===== src/qss_pkg.sv =====
/*
 Package for the quad supply output supervisor: register offsets, field
 positions and time constants shared by the design and its bench.
 Assumes a 20 MHz core clock; all delays come from one 1 us time base.
*/
package qss_pkg;

    localparam int unsigned CLK_HZ          = 20_000_000;
    localparam int unsigned TICK_US         = 1;
    localparam int unsigned TICK_CYC        = CLK_HZ / 1_000_000 * TICK_US;

    localparam logic [7:0] ADDR_FAULT_WIN   = 8'h0a;
    localparam logic [7:0] ADDR_GATE_DLY    = 8'h0f;
    localparam logic [7:0] ADDR_GOOD_THR    = 8'h10;
    localparam logic [7:0] ADDR_CTRL        = 8'h20;
    localparam logic [7:0] ADDR_STATUS      = 8'h21;
    localparam logic [7:0] ADDR_TIMING      = 8'h22;

    localparam int unsigned GATE_LSB        = 5;
    localparam int unsigned PU_WIN_LSB      = 6;
    localparam int unsigned PD_WIN_LSB      = 4;

    // control register bits
    localparam int unsigned CTRL_ON         = 0;
    localparam int unsigned CTRL_DISCH_EN   = 1;
    localparam int unsigned CTRL_LEADER     = 2;
    localparam int unsigned CTRL_RETRY      = 3;
    localparam int unsigned CTRL_OC_LSB     = 4;

    localparam logic [7:0] RST_CTRL         = 8'h00;
    localparam logic [7:0] RST_CFG          = 8'h00;

    // gate-delay table in microseconds
    localparam int unsigned GATE_US [8] = '{25, 12_500, 25_000, 50_000,
                                            100_000, 200_000, 400_000,
                                            1_600_000};
    localparam int unsigned WIN_US  [4] = '{25_000, 50_000, 100_000,
                                            200_000};
    localparam int unsigned TICKW   = 21;

    typedef enum logic [5:0]
    {
        QSS_IDLE    = 6'b000001,
        QSS_GDLY    = 6'b000010,
        QSS_RAMP    = 6'b000100,
        QSS_ON      = 6'b001000,
        QSS_DOWN    = 6'b010000,
        QSS_RETRY   = 6'b100000
    } qss_state_t;

    typedef struct packed
    {
        logic [3:0] in_ok;
        logic [3:0] out_lag;
        logic [3:0] out_trk_err;
        logic [3:0] out_good;
        logic [3:0] out_low;
        logic [3:0] out_oc;
        logic [3:0] ramp_done;
    } qss_analog_t;

    typedef struct packed
    {
        logic [3:0] gate_on;
        logic [3:0] disch_on;
        logic       ramp_run;
        logic       ramp_down;
    } qss_drive_t;

endpackage


===== src/qss_supervisor.sv =====
/*
 Output supervision logic of the quad supply tracker: start decision,
 gate delays, ramp pause, fault windows and open-drain status pins.
 Analog comparator results arrive asynchronously and are synchronised
 here; shared open-drain pins are split into input and enable.
*/
module qss_supervisor #(
    parameter int unsigned GOOD_DLY_US  = 10_000,
    parameter int unsigned OC_DLY_US    = 12_500,
    parameter int unsigned RETRY_US     = 100_000,
    parameter int unsigned TICK_DIV     = qss_pkg::TICK_CYC
) (
    input  wire logic                core_clk,
    input  wire logic                rstn,
    input  wire logic [7:0]          reg_addr,
    input  wire logic [7:0]          reg_wdata,
    input  wire logic                reg_wr,
    input  wire logic                reg_rd,
    output logic      [7:0]          reg_rdata,
    input  wire logic                internal_supply_ok,
    input  wire logic                track_enable_level,
    input  wire logic                enable_in,
    input  wire logic                manual_reset_n,
    input  wire qss_pkg::qss_analog_t ana_in,
    output qss_pkg::qss_drive_t      drive,
    input  wire logic                fault_in,
    output logic                     fault_oe,
    input  wire logic                ramp_sync_line_in,
    output logic                     ramp_sync_line_oe,
    output logic      [3:0]          output_good_flag_oe,
    output logic                     removal_safe_oe,
    output logic                     overdraw_alarm_n_oe,
    output logic                     reset_out_oe
);

    typedef struct packed
    {
        logic [2:0]             s1;
        logic [2:0]             s2;
        logic                   fl1;
        logic                   fl2;
        logic                   sy1;
        logic                   sy2;
        qss_pkg::qss_analog_t   a1;
        qss_pkg::qss_analog_t   a2;
        logic [7:0]             win_q;
        logic [7:0]             gate_q;
        logic [7:0]             thr_q;
        logic [7:0]             ctrl_q;
        logic [7:0]             rdata_q;
        logic [7:0]             tdiv_q;
        logic                   tick_q;
        qss_pkg::qss_state_t    st_q;
        logic [qss_pkg::TICKW-1:0] tmr_q;
        logic [3:0][qss_pkg::TICKW-1:0] good_cnt_q;
        logic [qss_pkg::TICKW-1:0] oc_cnt_q;
        logic [qss_pkg::TICKW-1:0] rst_cnt_q;
        logic                   fault_q;
        logic                   stall_q;
        qss_pkg::qss_drive_t    drv_q;
        logic [3:0]             good_q;
        logic                   rem_q;
        logic                   oc_q;
        logic                   rst_q;
    } qss_regs_t;

    qss_regs_t r_q;
    qss_regs_t r_d;

    function automatic logic [qss_pkg::TICKW-1:0] win_ticks(
        input logic [1:0] code);
        win_ticks = qss_pkg::TICKW'(qss_pkg::WIN_US[code]
                    / qss_pkg::TICK_US);
    endfunction

    function automatic logic [qss_pkg::TICKW-1:0] gate_ticks(
        input logic [2:0] code);
        gate_ticks = qss_pkg::TICKW'(qss_pkg::GATE_US[code]
                     / qss_pkg::TICK_US);
    endfunction

    function automatic logic [qss_pkg::TICKW-1:0] bump(
        input logic [qss_pkg::TICKW-1:0] cnt,
        input logic                      cond,
        input logic                      tick);
        if (!cond)
        begin
            bump = '0;
        end
        else if (tick && cnt != '1)
        begin
            bump = cnt + 1'b1;
        end
        else
        begin
            bump = cnt;
        end
    endfunction

    localparam logic [qss_pkg::TICKW-1:0] GOOD_T =
        qss_pkg::TICKW'(GOOD_DLY_US / qss_pkg::TICK_US);
    localparam logic [qss_pkg::TICKW-1:0] OC_T =
        qss_pkg::TICKW'(OC_DLY_US / qss_pkg::TICK_US);
    localparam logic [qss_pkg::TICKW-1:0] RETRY_T =
        qss_pkg::TICKW'(RETRY_US / qss_pkg::TICK_US);
    localparam logic [qss_pkg::TICKW-1:0] RSTHOLD_T =
        qss_pkg::TICKW'(qss_pkg::WIN_US[0] / qss_pkg::TICK_US);

    always_comb
    begin
        logic       en_int;
        logic       start_ok;
        logic       peer_fault;
        logic       trk_err;
        logic       lag;
        logic       all_good;
        logic       oc_any;
        logic [3:0] sel_good;
        r_d         = r_q;
        en_int      = 1'b0;
        start_ok    = 1'b0;
        peer_fault  = 1'b0;
        trk_err     = 1'b0;
        lag         = 1'b0;
        all_good    = 1'b0;
        oc_any      = 1'b0;
        sel_good    = 4'h0;

        // two-flop synchronisers
        r_d.s1  = {internal_supply_ok, track_enable_level, enable_in};
        r_d.s2  = r_q.s1;
        r_d.fl1 = fault_in;
        r_d.fl2 = r_q.fl1;
        r_d.sy1 = manual_reset_n;
        r_d.sy2 = r_q.sy1;
        r_d.a1  = ana_in;
        r_d.a2  = r_q.a1;

        // register port, read data one cycle later
        r_d.rdata_q = 8'h00;
        if (reg_wr)
        begin
            unique case (reg_addr)
                qss_pkg::ADDR_FAULT_WIN: r_d.win_q  = reg_wdata;
                qss_pkg::ADDR_GATE_DLY:  r_d.gate_q = reg_wdata;
                qss_pkg::ADDR_GOOD_THR:  r_d.thr_q  = reg_wdata;
                qss_pkg::ADDR_CTRL:      r_d.ctrl_q = reg_wdata;
                default:                 r_d.ctrl_q = r_q.ctrl_q;
            endcase
        end
        if (reg_rd)
        begin
            unique case (reg_addr)
                qss_pkg::ADDR_FAULT_WIN: r_d.rdata_q = r_q.win_q;
                qss_pkg::ADDR_GATE_DLY:  r_d.rdata_q = r_q.gate_q;
                qss_pkg::ADDR_GOOD_THR:  r_d.rdata_q = r_q.thr_q;
                qss_pkg::ADDR_CTRL:      r_d.rdata_q = r_q.ctrl_q;
                qss_pkg::ADDR_STATUS:    r_d.rdata_q = {r_q.good_q,
                    r_q.rst_q, r_q.oc_q, r_q.stall_q, r_q.fault_q};
                qss_pkg::ADDR_TIMING:    r_d.rdata_q = {2'h0, r_q.st_q};
                default:                 r_d.rdata_q = 8'h00;
            endcase
        end

        // single time base
        r_d.tick_q = 1'b0;
        if (r_q.tdiv_q == 8'(TICK_DIV - 1))
        begin
            r_d.tdiv_q = 8'h00;
            r_d.tick_q = 1'b1;
        end
        else
        begin
            r_d.tdiv_q = r_q.tdiv_q + 8'h01;
        end

        en_int   = r_q.s2[0] & r_q.s2[1]
                   & r_q.ctrl_q[qss_pkg::CTRL_ON];
        start_ok = r_q.s2[2] & en_int & (&r_q.a2.in_ok);
        peer_fault = ~r_q.fl2 & ~r_q.fault_q;
        trk_err  = |r_q.a2.out_trk_err;
        lag      = |r_q.a2.out_lag;

        r_d.tmr_q = r_q.tmr_q + (r_q.tick_q ? 1'b1 : 1'b0);
        unique case (r_q.st_q)
            qss_pkg::QSS_IDLE:
            begin
                r_d.drv_q = '0;
                r_d.tmr_q = '0;
                // latched fault blocks restart until enable toggles
                if (start_ok && !peer_fault && !r_q.fault_q)
                begin
                    r_d.st_q = qss_pkg::QSS_GDLY;
                end
            end
            qss_pkg::QSS_GDLY:
            begin
                if (!start_ok || peer_fault)
                begin
                    r_d.st_q  = qss_pkg::QSS_DOWN;
                    r_d.tmr_q = '0;
                end
                else if (r_q.tmr_q >= gate_ticks(
                         r_q.gate_q[qss_pkg::GATE_LSB +: 3]))
                begin
                    r_d.st_q  = qss_pkg::QSS_RAMP;
                    r_d.tmr_q = '0;
                end
            end
            qss_pkg::QSS_RAMP:
            begin
                r_d.drv_q.gate_on  = 4'hf;
                r_d.drv_q.ramp_run = ~lag;
                if (trk_err || peer_fault || r_q.tmr_q >= win_ticks(
                    r_q.win_q[qss_pkg::PU_WIN_LSB +: 2]))
                begin
                    r_d.fault_q = ~peer_fault;
                    r_d.st_q    = qss_pkg::QSS_DOWN;
                    r_d.tmr_q   = '0;
                end
                else if (!start_ok)
                begin
                    r_d.st_q  = qss_pkg::QSS_DOWN;
                    r_d.tmr_q = '0;
                end
                else if (&r_q.a2.ramp_done)
                begin
                    r_d.st_q = qss_pkg::QSS_ON;
                end
            end
            qss_pkg::QSS_ON:
            begin
                r_d.drv_q.ramp_run = 1'b0;
                if (!start_ok || peer_fault)
                begin
                    r_d.st_q  = qss_pkg::QSS_DOWN;
                    r_d.tmr_q = '0;
                end
            end
            qss_pkg::QSS_DOWN:
            begin
                r_d.drv_q.ramp_down = 1'b1;
                r_d.drv_q.ramp_run  = 1'b0;
                r_d.drv_q.gate_on   = 4'h0;
                r_d.drv_q.disch_on  =
                    {4{r_q.ctrl_q[qss_pkg::CTRL_DISCH_EN]}};
                if ((&r_q.a2.out_low) || r_q.tmr_q >= win_ticks(
                    r_q.win_q[qss_pkg::PD_WIN_LSB +: 2]))
                begin
                    r_d.drv_q = '0;
                    r_d.tmr_q = '0;
                    r_d.st_q  = (r_q.fault_q &&
                                 r_q.ctrl_q[qss_pkg::CTRL_RETRY])
                                ? qss_pkg::QSS_RETRY : qss_pkg::QSS_IDLE;
                end
            end
            qss_pkg::QSS_RETRY:
            begin
                if (r_q.tmr_q >= RETRY_T)
                begin
                    r_d.fault_q = 1'b0;
                    r_d.st_q    = qss_pkg::QSS_IDLE;
                end
            end
            default:
            begin
                r_d.st_q = qss_pkg::QSS_IDLE;
            end
        endcase
        // latched fault clears on enable toggle
        if (r_q.st_q == qss_pkg::QSS_IDLE && !en_int)
        begin
            r_d.fault_q = 1'b0;
        end

        // good flags, threshold code chosen in analog per channel
        for (int i = 0; i < 4; i++)
        begin
            r_d.good_cnt_q[i] = bump(r_q.good_cnt_q[i],
                r_q.a2.out_good[i], r_q.tick_q);
            r_d.good_q[i] = r_q.good_cnt_q[i] > GOOD_T;
            sel_good[i] = r_q.a2.out_good[i];
        end
        r_d.rem_q = &r_q.a2.out_low;

        oc_any = (r_q.st_q == qss_pkg::QSS_ON) &&
                 |(r_q.a2.out_oc & r_q.ctrl_q[qss_pkg::CTRL_OC_LSB +: 4]);
        r_d.oc_cnt_q = bump(r_q.oc_cnt_q, oc_any, r_q.tick_q);
        r_d.oc_q = (r_q.oc_cnt_q > OC_T)
                   && (r_q.st_q == qss_pkg::QSS_ON);

        all_good = (r_q.st_q == qss_pkg::QSS_ON) && (&sel_good)
                   && r_q.sy2;
        r_d.rst_cnt_q = bump(r_q.rst_cnt_q, all_good, r_q.tick_q);
        r_d.rst_q = r_q.rst_cnt_q >= RSTHOLD_T;

        r_d.stall_q = r_q.ctrl_q[qss_pkg::CTRL_LEADER]
            ? (r_q.st_q == qss_pkg::QSS_RETRY)
            : (lag || !(&r_q.a2.in_ok));
    end

    always_ff @(posedge core_clk)
    begin
        if (!rstn)
        begin
            r_q        <= '0;
            r_q.st_q   <= qss_pkg::QSS_IDLE;
            r_q.ctrl_q <= qss_pkg::RST_CTRL;
            r_q.win_q  <= qss_pkg::RST_CFG;
            r_q.gate_q <= qss_pkg::RST_CFG;
            r_q.thr_q  <= qss_pkg::RST_CFG;
            r_q.fl1    <= 1'b1;
            r_q.fl2    <= 1'b1;
        end
        else
        begin
            r_q <= r_d;
        end
    end

    assign reg_rdata           = r_q.rdata_q;
    assign drive               = r_q.drv_q;
    assign fault_oe            = r_q.fault_q;
    assign ramp_sync_line_oe   = r_q.stall_q;
    assign output_good_flag_oe = ~r_q.good_q;
    assign removal_safe_oe     = ~r_q.rem_q;
    assign overdraw_alarm_n_oe = r_q.oc_q;
    assign reset_out_oe        = ~r_q.rst_q;

endmodule


===== config.mk =====
export PLATFORM = sky130hd
export DESIGN_NAME = qss_supervisor
export DESIGN_NICKNAME = d
export VERILOG_FILES = /design/src/qss_pkg.sv /design/src/qss_supervisor.sv
export SDC_FILE = /design/constraint.sdc
export NUM_CORES = 1
export LEC_CHECK = 0
export ABC_AREA = 1
export BUFFER_PORTS_ARGS = -buffer_cell sky130_fd_sc_hd__buf_4
export CORE_ASPECT_RATIO = 0.9
export CORE_MARGIN = 3
export CORE_UTILIZATION = 46
export DETAILED_ROUTE_END_ITERATION = 6
export PLACE_DENSITY = 0.69
export SLEW_MARGIN = 20
export SYNTH_ARGS = -nofsm -noshare
export SYNTH_HDL_FRONTEND = slang
export SYNTH_SLANG_ARGS = --single-unit

===== constraint.sdc =====
create_clock -name core_clk -period 3.4 [get_ports core_clk]
set_input_delay 0.17 -clock core_clk [delete_from_list [all_inputs] [get_ports core_clk]]
set_output_delay 0.17 -clock core_clk [all_outputs]
set_load 0.03 [all_outputs]

==> impl_metrics.json <==
{
  "netlist_area_um2": 14590,
  "die_h_um": 174.9,
  "diodes": 0,
  "grt_overflow": 0,
  "ys_ff_latch": 281,
  "avgSynthCellArea_um2": 7.060,
  "track_usage_pct": 20.52,
  "cp-end-kind": "register",
  "antenna_found_initial": 0,
  "drt_iter0_drc": 978,
  "io_buffers": 79,
  "leakagePower_uw": 0.007117,
  "fmax_mhz": 337.7,
  "rsz0062_at_grt": "no",
  "core-area_um2": 31060,
  "fin_skew_ns": 0.01853,
  "clk_pin_slew_ns": 0.06,
  "grt_max_degree": 69,
  "finalSetupViolCount": 0,
  "finalPower_uw": 7419,
  "viasPerCell": 5.140,
  "num_rows": 61,
  "cts.path.max_buffers": 3,
  "firstDrtPassIters": 6,
  "power.density_nw_per_um2": 436.8,
  "worstRegToRegCells": 16,
  "vias": 13400,
  "arrival_ns": 3.47,
  "ys_seq_area_share_pct": 38.57,
  "cp-start-kind": "register",
  "synthCells": 2066,
  "yosys_warnings": 0,
  "async_reset_ff_share_pct": 0,
  "synth_top_cells_by_area": "dfxtp_1, nand2_1, inv_1, ha_1, a21oi_1",
  "status": "finished clean",
  "cts_max_level": 1,
  "synth_commonest_cells": "nand2_1, inv_1, dfxtp_1, nor2_1, a21oi_1",
  "cts.sinks": 281,
  "cts_setup_buffers": 0,
  "wirelength_um": 35860,
  "nets": 2300,
  "pin_count": 81,
  "slew_violations": 0,
  "synth_edf_count": 0,
  "dp_hpwl_um": 26280,
  "numCtsBuffers": 31,
  "finalHoldViolCount": 0,
  "cap_violations": 0,
  "yosysMostFrequentCell": "nand2_1",
  "worstPathRequired_ns": 3.91,
  "start_util_pct": 46.95,
  "die_area_um2": 33880,
  "drc_errors": 0,
  "min_path_cells": 3,
  "yosysTopAreaCell": "dfxtp_1",
  "crit_type": "reg -> reg",
  "drive_above_1_share_pct": 9.149,
  "tritoncts": "built",
  "drtAntennaViolNets": 0,
  "period_share_pct": 87.09,
  "ctsRootBufferMaster": "clkbuf_16",
  "finalSetupTns_ns": 0,
  "synth_top_area_share_pct": 38.57,
  "synth-main-ff-cell": "dfxtp_1",
  "clk_latency_ns": 0.58,
  "cp_max_fo": 18,
  "tightest_slew_ns": 0.7046,
  "grt_pass1_wl_um": 59010,
  "slew_headroom_pct": 53.02,
  "syn-num-nets": 2192,
  "vdd_drop_max_uv": 460.9,
  "synthDistinctLibCells": 51,
  "area_growth_pct": 16.45,
  "grt_pass1_vias": 12360,
  "place.gp.congestion": 0.9277,
  "timing.final.crit_period_ns": 2.961,
  "wl_per_cell_um": 13.76,
  "die_w_um": 193.7,
  "hp-class": "in -> reg"
}
worst max-delay path, stage by stage (launching register included):
cell and delay, ns:
dfxtp_1 0.44, inv_1 0.16, ha_1 0.31, or2_2 0.28
o21ai_0 0.10, ha_1 0.28, nand2_1 0.08, o21ai_0 0.10
nand2_1 0.07, nand2_1 0.05, nand2_1 0.05, nand4_1 0.22
nand2_1 0.12, nand2_1 0.11, nand3b_4 0.23, nand2_1 0.15
nor2_1 0.13
cell type report:
class                           instances  area [µm²]
Clock inverter                         12       162.7
Timing Repair Buffer                  134        1121
Clock buffer                           44       924.6
Fill cell                            2918       14080
Inverter                              355        1338
Tap cell                              409       511.7
Multi-Input combinational cell       1371        7302
Sequential cell                       281        5625
registers in the layout, indices dropped and copies added, names as in the netlist:
signal,count
ramp_sync_line_oe,1
fault_oe,1
reg_rdata,8
r_q,233
overdraw_alarm_n_oe,1
r_d,33
drive,4
per-layer routing:
metal | part of all wire (%) | vias to the layer above | track usage [%]
met4 | 3.1 | 0 | 6.478
met1 | 47 | 5991 | 28.03
met3 | 5.9 | 71 | 3.162
met5 | 0 | - | 0
li1 | - | 6936 | -
met2 | 44 | 397 | 33.61
cells in the final DEF (no fill, tap or decap), types with 4 or more instances in the layout:
cell / Yosys / final
a211oi_1: 9 / 9
a21oi_1: 163 / 163
a221oi_1: 9 / 9
a31oi_1: 12 / 12
buf_4: 20 / 88
clkbuf_16: 0 / 31
clkbuf_8: 0 / 10
clkinv_2: 0 / 4
dfxtp_1: 281 / 281
dlygate4sd3_1: 0 / 46
ha_1: 72 / 72
inv_1: 344 / 344
inv_2: 8 / 8
nand2_1: 419 / 419
nand2_2: 10 / 10
nand3_1: 92 / 92
nand3_2: 5 / 5
nand3b_1: 5 / 5
nand4_1: 57 / 57
nor2_1: 185 / 185
nor2_2: 7 / 7
nor2_4: 4 / 4
nor3_1: 68 / 68
nor3_2: 6 / 6
nor3b_1: 5 / 5
nor4_1: 29 / 29
o21a_1: 10 / 10
o21ai_0: 113 / 113
o21bai_1: 6 / 6
o22ai_1: 11 / 11
or2_2: 7 / 7
xnor2_1: 7 / 7
xor2_1: 34 / 34
cells by family after synthesis:
family / Yosys count / synth area share [%]
compound gates: 344 / 12.90
xor+xnor: 41 / 2.462
fa+ha+maj: 72 / 6.177
buf+inv: 414 / 11.37
flops: 281 / 38.57
simple gates: 914 / 28.52
what timing repair did:
| item | CTS | global route |
|---|---|---|
| resized for setup | 0 | 0 |
| hold endpoints to repair | 74 | 0 |
| hold buffers | 46 | 0 |
stage by stage:
step	worst slack [ns]	util (%)	cell area (µm²)	hold slack, ns	instances
floorplan	1.044	-	14590	0.2676	2066
global placement	0.6099	49.70	15440	0.3558	2504
detailed placement	0.4973	49.70	15440	0.3565	2504
CTS	0.4863	54.68	16990	0.05174	2606
global route	0.2006	54.68	16990	0.08925	2606
finish	0.4389	54.68	16990	0.07682	2606
power by group:
group / total, µW / leakage (µW) / switching, µW / internal [µW]
combinational: 555 / 0.00430 / 345 / 211
sequential: 3380 / 0.00228 / 33.2 / 3350
clock: 3480 / 0.000534 / 1360 / 2120
total: 7420 / 0.00712 / 1740 / 5680
path summary, 6_finish.rpt:
path	endpoint	from	slack (ns)
setup / recovery	r_q[157]	r_q[211]	0.44
hold reg to reg	r_q[226]	r_d[226]	0.39
setup reg to reg	r_q[157]	r_q[211]	0.44
hold / removal	reg_rdata[2]	reg_rd	0.08
Note: power is estimated with default switching activity, not from simulation.
